--- src/rtl/adc_seq_pkg.sv ---
// Package holding constants and carrier types of the integrating converter sequencer.
package adc_seq_pkg;

    // ****************************************
    // Clock division
    // ****************************************
    localparam int unsigned DIV_RATIO = 4;
    localparam logic [1:0] DIV_LAST = 2'h3;
    localparam logic [1:0] DIV_HALF = 2'h1;

    // ****************************************
    // Conversion timing in internal clock periods
    // ****************************************
    localparam int unsigned CONV_TICKS = 1280;
    localparam int unsigned ZERO_TICKS = 246;
    localparam int unsigned SIGNAL_TICKS = 256;
    localparam int unsigned BUSY_TICKS = 836;
    localparam int unsigned DEMAND_TO_FALL = 1155;
    localparam int unsigned LOCKOUT_TICKS = 1100;

    localparam logic [10:0] POS_LAST = 11'(CONV_TICKS - 1);
    localparam logic [10:0] POS_SIGNAL = 11'(ZERO_TICKS);
    localparam logic [10:0] POS_DEINT = 11'(ZERO_TICKS + SIGNAL_TICKS);
    localparam logic [10:0] POS_BUSY_RISE = 11'(CONV_TICKS - BUSY_TICKS);
    localparam logic [10:0] POS_CLEAR = 11'(CONV_TICKS - BUSY_TICKS - 1);
    localparam logic [10:0] POS_DEMAND_START = 11'(CONV_TICKS - DEMAND_TO_FALL);
    localparam logic [10:0] LOCK_LOAD = 11'(LOCKOUT_TICKS);

    // ****************************************
    // Result encoding
    // ****************************************
    localparam logic [7:0] OVR_LOW_MAX = 8'hbe;
    localparam logic [1:0] BYTE_FIRST = 2'h0;
    localparam logic [1:0] BYTE_SECOND = 2'h1;
    localparam logic [1:0] BYTE_THIRD = 2'h2;

    typedef enum logic [1:0] {
        PH_ZERO,
        PH_SIGNAL,
        PH_DEINT
    } phase_type;

    typedef struct packed {
        logic positive;
        logic overrange;
        logic [14:0] magnitude;
    } result_type;

    typedef struct packed {
        logic cs;
        logic ce_n;
        logic rd_n;
        logic wr_n;
        logic byte_sel;
        logic sign_flag_select;
        logic run_mode_select;
    } bus_ctl_type;

endpackage

--- src/rtl/adc_sequencer.sv ---
// Conversion sequencer and three-state byte interface of the integrating converter.
`timescale 1ns/10ps
module adc_sequencer (
    input wire logic mclk,
    input wire logic rst,
    input wire adc_seq_pkg::bus_ctl_type bus_ctl,
    input wire logic [7:0] bus_in,
    input wire adc_seq_pkg::result_type analog_result,
    output logic [7:0] bus_out,
    output logic bus_oe,
    output logic busy,
    output adc_seq_pkg::phase_type phase,
    output logic result_valid
);

    // ****************************************
    // Internal clock enable
    // ****************************************
    logic tick;
    logic half_tick;

    clock_divider u_div (
        .mclk(mclk),
        .rst(rst),
        .tick(tick),
        .half_tick(half_tick)
    );

    // ****************************************
    // Pin synchronisers and internal-clock sampling
    // ****************************************
    adc_seq_pkg::bus_ctl_type s1_r;
    adc_seq_pkg::bus_ctl_type s2_r;
    logic wr_t_r;
    logic rd_t_r;
    logic mode_t_r;
    logic wr_t_nxt;
    logic rd_t_nxt;
    logic mode_t_nxt;

    always_comb begin
        wr_t_nxt = wr_t_r;
        rd_t_nxt = rd_t_r;
        mode_t_nxt = mode_t_r;
        if (tick) begin
            wr_t_nxt = s2_r.wr_n;
            rd_t_nxt = s2_r.rd_n;
            mode_t_nxt = s2_r.run_mode_select;
        end
    end

    always_ff @(posedge mclk) begin
        if (rst) begin
            s1_r <= '{cs: 1'b0, ce_n: 1'b1, rd_n: 1'b1, wr_n: 1'b1, default: 1'b0};
            s2_r <= '{cs: 1'b0, ce_n: 1'b1, rd_n: 1'b1, wr_n: 1'b1, default: 1'b0};
            wr_t_r <= 1'b1;
            rd_t_r <= 1'b1;
            mode_t_r <= 1'b0;
        end else begin
            s1_r <= bus_ctl;
            s2_r <= s1_r;
            wr_t_r <= wr_t_nxt;
            rd_t_r <= rd_t_nxt;
            mode_t_r <= mode_t_nxt;
        end
    end

    logic sel;
    logic cont;
    logic wr_fall;
    logic rd_rise;

    assign sel = s2_r.cs & ~s2_r.ce_n;
    assign cont = mode_t_r;
    // Edges are seen only at internal clock ticks, so pin glitches are filtered.
    assign wr_fall = tick & sel & wr_t_r & ~s2_r.wr_n;
    assign rd_rise = tick & sel & ~rd_t_r & s2_r.rd_n;

    // ****************************************
    // Conversion sequencing
    // ****************************************
    typedef enum logic {
        ST_IDLE,
        ST_RUN
    } seq_state_type;

    seq_state_type state_r;
    seq_state_type state_nxt;
    logic [10:0] pos_r;
    logic [10:0] pos_nxt;
    logic [10:0] lock_r;
    logic [10:0] lock_nxt;
    logic pending_r;
    logic pending_nxt;
    logic end_of_conv;

    // The result is taken as the position counter wraps to zero.
    assign end_of_conv = tick & (state_r == ST_RUN) & (pos_r == adc_seq_pkg::POS_LAST);

    always_comb begin
        state_nxt = state_r;
        pos_nxt = pos_r;
        lock_nxt = lock_r;
        pending_nxt = pending_r;
        if (tick) begin
            if (lock_r != 11'h000) begin
                lock_nxt = lock_r - 11'h001;
            end
            case (state_r)
                ST_IDLE: begin
                    if (cont) begin
                        state_nxt = ST_RUN;
                        pos_nxt = pos_r + 11'h001;
                    end else if (wr_fall) begin
                        state_nxt = ST_RUN;
                        pos_nxt = pos_r + 11'h001;
                        lock_nxt = adc_seq_pkg::LOCK_LOAD;
                    end
                end
                ST_RUN: begin
                    if (pos_r == adc_seq_pkg::POS_LAST) begin
                        pos_nxt = 11'h000;
                    end else begin
                        pos_nxt = pos_r + 11'h001;
                    end
                    if (cont) begin
                        pending_nxt = 1'b0;
                    end else if (wr_fall && lock_r == 11'h000) begin
                        pending_nxt = 1'b1;
                    end
                    // A demand conversion parks where the next strobe would start it.
                    if (!cont && pos_r == adc_seq_pkg::POS_DEMAND_START - 11'h001) begin
                        if (pending_r || (wr_fall && lock_r == 11'h000)) begin
                            pending_nxt = 1'b0;
                            lock_nxt = adc_seq_pkg::LOCK_LOAD;
                        end else begin
                            state_nxt = ST_IDLE;
                        end
                    end
                end
                default: begin
                    state_nxt = ST_IDLE;
                    pos_nxt = adc_seq_pkg::POS_DEMAND_START;
                end
            endcase
        end
    end

    always_ff @(posedge mclk) begin
        if (rst) begin
            state_r <= ST_IDLE;
            pos_r <= adc_seq_pkg::POS_DEMAND_START;
            lock_r <= 11'h000;
            pending_r <= 1'b0;
        end else begin
            state_r <= state_nxt;
            pos_r <= pos_nxt;
            lock_r <= lock_nxt;
            pending_r <= pending_nxt;
        end
    end

    // ****************************************
    // End-of-conversion flag and phase
    // ****************************************
    logic busy_nxt;
    adc_seq_pkg::phase_type phase_nxt;

    always_comb begin
        busy_nxt = (state_nxt == ST_RUN) && (pos_nxt >= adc_seq_pkg::POS_BUSY_RISE);
        if (pos_nxt < adc_seq_pkg::POS_SIGNAL) begin
            phase_nxt = adc_seq_pkg::PH_ZERO;
        end else if (pos_nxt < adc_seq_pkg::POS_DEINT) begin
            phase_nxt = adc_seq_pkg::PH_SIGNAL;
        end else begin
            phase_nxt = adc_seq_pkg::PH_DEINT;
        end
    end

    always_ff @(posedge mclk) begin
        if (rst) begin
            busy <= 1'b0;
            phase <= adc_seq_pkg::PH_ZERO;
        end else begin
            busy <= busy_nxt;
            phase <= phase_nxt;
        end
    end

    // ****************************************
    // Result latch and byte counter
    // ****************************************
    adc_seq_pkg::result_type res_r;
    adc_seq_pkg::result_type res_nxt;
    logic valid_r;
    logic valid_nxt;
    logic [1:0] byte_r;
    logic [1:0] byte_nxt;

    // Beyond full scale the magnitude is limited to the extended count range.
    function automatic adc_seq_pkg::result_type limit_result(
        input adc_seq_pkg::result_type r
    );
        adc_seq_pkg::result_type o;
        o = r;
        if (r.overrange) begin
            o.magnitude[14:8] = 7'h00;
            if (r.magnitude[7:0] > adc_seq_pkg::OVR_LOW_MAX) begin
                o.magnitude[7:0] = adc_seq_pkg::OVR_LOW_MAX;
            end
        end
        return o;
    endfunction

    always_comb begin
        res_nxt = res_r;
        valid_nxt = valid_r;
        byte_nxt = byte_r;
        if (end_of_conv) begin
            res_nxt = limit_result(analog_result);
            valid_nxt = 1'b1;
            byte_nxt = adc_seq_pkg::BYTE_FIRST;
        end else if (cont && half_tick && state_r == ST_RUN
                     && pos_r == adc_seq_pkg::POS_CLEAR) begin
            res_nxt = '0;
            valid_nxt = 1'b0;
            byte_nxt = adc_seq_pkg::BYTE_FIRST;
        end else if (cont && rd_rise) begin
            if (byte_r == adc_seq_pkg::BYTE_THIRD) begin
                byte_nxt = adc_seq_pkg::BYTE_FIRST;
            end else begin
                byte_nxt = byte_r + 2'h1;
            end
        end
        // A result that completes in the tick of an accepted strobe is still published.
        if (!cont && wr_fall && !end_of_conv && (state_r == ST_IDLE || lock_r == 11'h000)) begin
            valid_nxt = 1'b0;
        end
    end

    always_ff @(posedge mclk) begin
        if (rst) begin
            res_r <= '0;
            valid_r <= 1'b0;
            byte_r <= adc_seq_pkg::BYTE_FIRST;
        end else begin
            res_r <= res_nxt;
            valid_r <= valid_nxt;
            byte_r <= byte_nxt;
        end
    end

    assign result_valid = valid_r;

    // ****************************************
    // Three-state data bus
    // ****************************************
    logic low_pick;
    logic ovr_pick;
    logic [7:0] bus_nxt;
    logic oe_nxt;

    always_comb begin
        if (cont) begin
            low_pick = (byte_r == adc_seq_pkg::BYTE_SECOND);
            ovr_pick = (byte_r == adc_seq_pkg::BYTE_THIRD);
        end else begin
            low_pick = s2_r.byte_sel;
            ovr_pick = s2_r.sign_flag_select;
        end
        if (low_pick) begin
            bus_nxt = res_r.magnitude[7:0];
        end else if (ovr_pick) begin
            bus_nxt = {res_r.overrange, res_r.magnitude[14:8]};
        end else begin
            bus_nxt = {res_r.positive, res_r.magnitude[14:8]};
        end
        oe_nxt = sel & ~s2_r.rd_n;
    end

    always_ff @(posedge mclk) begin
        if (rst) begin
            bus_out <= 8'h00;
            bus_oe <= 1'b0;
        end else begin
            bus_out <= bus_nxt;
            bus_oe <= oe_nxt;
        end
    end

    // The data bus level during a convert strobe carries nothing; bus_in is not read.

endmodule

--- src/rtl/clock_divider.sv ---
// Divide-by-four enable generator giving the internal conversion clock.
`timescale 1ns/10ps
module clock_divider (
    input wire logic mclk,
    input wire logic rst,
    output logic tick,
    output logic half_tick
);

    logic [1:0] cnt_r;
    logic [1:0] cnt_nxt;

    always_comb begin
        cnt_nxt = cnt_r + 2'h1;
    end

    always_ff @(posedge mclk) begin
        if (rst) begin
            cnt_r <= 2'h0;
        end else begin
            cnt_r <= cnt_nxt;
        end
    end

    // One pulse every fourth cycle, and one midway between two of them.
    assign tick = (cnt_r == adc_seq_pkg::DIV_LAST);
    assign half_tick = (cnt_r == adc_seq_pkg::DIV_HALF);

endmodule

--- config.mk ---
export PLATFORM = sky130hd
export DESIGN_NAME = adc_sequencer
export DESIGN_NICKNAME = d
export VERILOG_FILES = /design/src/rtl/adc_seq_pkg.sv /design/src/rtl/adc_sequencer.sv /design/src/rtl/clock_divider.sv
export SDC_FILE = /design/constraint.sdc
export NUM_CORES = 1
export LEC_CHECK = 0
export BUFFER_PORTS_ARGS = -buffer_cell sky130_fd_sc_hd__buf_2
export CORE_UTILIZATION = 25
export DETAILED_ROUTE_END_ITERATION = 10
export PLACE_DENSITY = 0.47
export REMOVE_ABC_BUFFERS = 1
export SYNTH_ARGS = -nofsm -noshare
export SYNTH_HDL_FRONTEND = slang
export SYNTH_SLANG_ARGS = --single-unit
--- constraint.sdc ---
create_clock -name mclk -period 3.4 [get_ports mclk]
set_input_delay 0.68 -clock mclk [delete_from_list [all_inputs] [get_ports mclk]]
set_output_delay 0.68 -clock mclk [all_outputs]
set_load 0.01 [all_outputs]
==> results.py <==
metrics = {
    "route": {
        "drt-met1-wl_um": 3570,
        "routed_via_density": 4.74,
        "ant_nets": 0,
        "drc": 0,
        "dr_wl_met3_um": 425,
        "dr.pass1.iters": 4,
        "drt_iter0_drc": 174,
        "top_layer": "met4",
        "wl_um": 7720,
        "wire_per_inst_um": 13.5,
        "wl_met2_um": 3540,
        "vias": 2702,
    },
    "placement": {
        "gp_congestion": 0.805,
        "dp_hpwl_um": 5430,
        "dp.cells": 555,
        "post-place-ws_ns": 0.697,
        "io_buffer_count": 38,
    },
    "final_layout": {
        "final_cells": 570,
        "finish.utilization": 0.305,
        "fin_nets": 429,
        "regArea_mm2": 0.00150,
        "syn2layout_area_growth_pct": 19.2,
        "multi_input_area_mm2": 0.00176,
        "num_antenna_cells": 0,
        "nFillCells": 1407,
        "drive_gt1_frac": 0.198,
    },
    "pwr": {
        "total_power_w": 0.00200,
        "irDropWorstVdd_mv": 0.214,
        "p_leak_nw": 1.59,
        "p_per_area_mw_per_mm2": 498,
    },
    "yosys": {
        "synth_top_cells_by_area": "dfxtp_1 (44%), mux2i_1 (3.3%), nor2_1 (3.1%), nor2b_1 (3.0%), xnor2_1 (2.6%)",
        "syn-cell-area_mm2": 0.00338,
        "syn_area_per_cell_um2": 9.52,
        "ys.flop_type": "dfxtp_1",
        "ys_seq_elements": 75,
        "postSynth.asyncResetShare": 0,
        "synth_edf_count": 0,
        "synth_cell_type_count": 71,
        "synth_top_area_frac": 0.444,
        "ys_warn_count": 0,
        "synth.most_common_cell": "dfxtp_1",
        "synth_common_cells": "dfxtp_1 (75), nor2_1 (28), nand2_1 (23), nor2b_1 (16), a21oi_1 (13)",
        "synth_area_leader_cell": "dfxtp_1",
        "synthCells": 355,
        "ys_seq_area_frac": 0.444,
    },
    "clock_tree": {
        "cts.clk_slew.worst_paths_ns": 0.06,
        "tritoncts": "done",
        "clockBufferDepth": 2,
        "cts_buffers": 9,
        "cts_resized": 0,
        "clk_latency_ns": 0.34,
        "clock_sinks": 75,
        "htreeDepth": 3,
        "cts_setup_buffers": 0,
        "cts_hold_buf": 0,
        "cts_root_buf": "clkbuf_16",
    },
    "setup_path": {
        "path_cells": "ha_1 -> nand4b_1 -> nor3_4 -> nand2_1 -> or2_2 -> nor2_1 -> a22o_1",
        "worstPathArrival_ns": 2.93,
        "crit_buf_inv": 0,
        "worstSetupPathType": "reg2reg",
        "worstPathRequired_ns": 3.68,
        "cp_top_family": "simple AND/OR/NAND/NOR gates",
        "critical_path.max_fanout": 9,
        "cp-start-kind": "flop",
        "regToRegStartpoint": "pos_r[1]",
        "r2r_cells": 7,
        "max_stage_delay_ns": 0.45,
        "r2r_slack_ns": 0.75,
        "worstSetupEndpointType": "flop",
        "critPathSlowestCell": "nor2_1",
        "path_depth": 7,
        "worstReg2RegEnd": "res_r[10]",
    },
    "hold_path": {
        "min_path_type": "reg2reg",
        "hp-start": "s1_r[4]",
        "hold_depth": 1,
        "hold_end": "s2_r[4]",
    },
    "sta": {
        "grt_setup_unrepaired": "no",
        "finalHoldViolCount": 0,
        "setup_violations": 0,
        "relSlewSlack": 0.494,
        "min_period_ns": 2.65,
        "drv_slew": 0,
        "clock_skew_ns": 0.00568,
        "worst_pin_slew_ns": 0.753,
        "fmax_mhz": 377,
        "finalSetupTns_ns": 0,
        "setup_slack_ns": 0.747,
        "fin_crit_sh": 0.780,
    },
    "global_routing": {
        "grt_pass1_vias": 2656,
        "grt-ovfl-total": 0,
        "grt_start_max_net_pins": 36,
        "grt_use_total": 0.120,
        "antenna_found_initial": 0,
        "grt_pass1_wl_um": 13200,
    },
    "outcome": {
        "status": "completed",
    },
    "die": {
        "die_x_um": 118,
        "start_util": 0.256,
        "die_y_um": 118,
        "num_rows": 42,
        "dieArea_mm2": 0.0140,
        "placeableCoreArea_mm2": 0.0132,
        "pin_count": 47,
    },
    "flow_run": {
        "cap_violations": 0,
    },
}
## kinds of logic after synthesis
| kind of cell | after synthesis | synth area share |
|---|---|---|
| AOI/OAI and AO/OA | 81 | 0.190 |
| muxes | 11 | 0.0326 |
| buffers and inverters | 27 | 0.0344 |
| and+or+nand+nor | 144 | 0.249 |
| DFF | 75 | 0.444 |
| xor gates and xnor gates | 12 | 0.0311 |
| adders and majority gates | 5 | 0.0185 |
## state kept, by name, indices dropped and copies added, names as in the netlist, 2 cells and up
name,count
res_r,17
byte_r,2
bus_out,8
s1_r,7
s2_r,7
lock_r,11
phase,2
u_div.cnt_r,2
pos_r,11
## through the flow
| step | area [um^2] | hold WS, ns |
|---|---|---|
| after floorplan | 3300 | 0.389 |
| after global placement | 3730 | 0.397 |
| after detailed placement | 3730 | 0.395 |
| after CTS | 4030 | 0.408 |
| after global routing | 4030 | 0.423 |
| final | 4030 | 0.407 |
## layer usage
layer	vias to the layer above	track usage
met4	0	0.0529
li1	1371	-
met1	1258	0.146
met2	58	0.185
met3	15	0.0497
met5	-	0
## cell type report
type / count / area share
Clock inverter: 2 / 0.00870
Tap cell: 176 / 0.0547
Timing Repair Buffer: 41 / 0.0528
Multi-Input combinational cell: 253 / 0.437
Clock buffer: 13 / 0.0646
Inverter: 10 / 0.00932
Sequential cell: 75 / 0.373
## worst max path at each step
stage                         from   endpoint  slack, ns
global route              pos_r[1]  res_r[10]       0.49
detailed placement        pos_r[1]  res_r[12]       0.70
floorplan           u_div.cnt_r[0]   phase[0]       0.88
global placement          pos_r[1]  res_r[10]       0.72
finish                    pos_r[1]  res_r[10]       0.75
CTS                       pos_r[1]  res_r[10]       0.68
## cells in the final DEF (no fill, tap or decap), types with 3 or more instances in the layout
cell type / n
clkbuf_16: 9
mux2i_1: 11
buf_4: 3
a21oi_1: 13
a22o_1: 9
nand3_1: 11
dfxtp_1: 75
buf_2: 38
o21ai_0: 10
nor3_1: 8
nand2_1: 23
and3_1: 4
nor2b_1: 16
or2_2: 8
nand3b_1: 4
a211o_1: 4
xnor2_1: 10
nor2_1: 28
a211oi_1: 8
nor4_1: 3
inv_1: 9
or3_1: 4
nand4_1: 5
ha_1: 5
nand2b_1: 4
a311oi_1: 3
a221oi_1: 3
## power breakdown
part	internal [W]	switching [W]	leakage [nW]
Combinational	0.0000624	0.0000847	0.835
Sequential	0.000898	0.0000129	0.608
Clock	0.000603	0.000344	0.146
Total	0.00156	0.000441	1.59
Power figures use the tool's default switching activity.
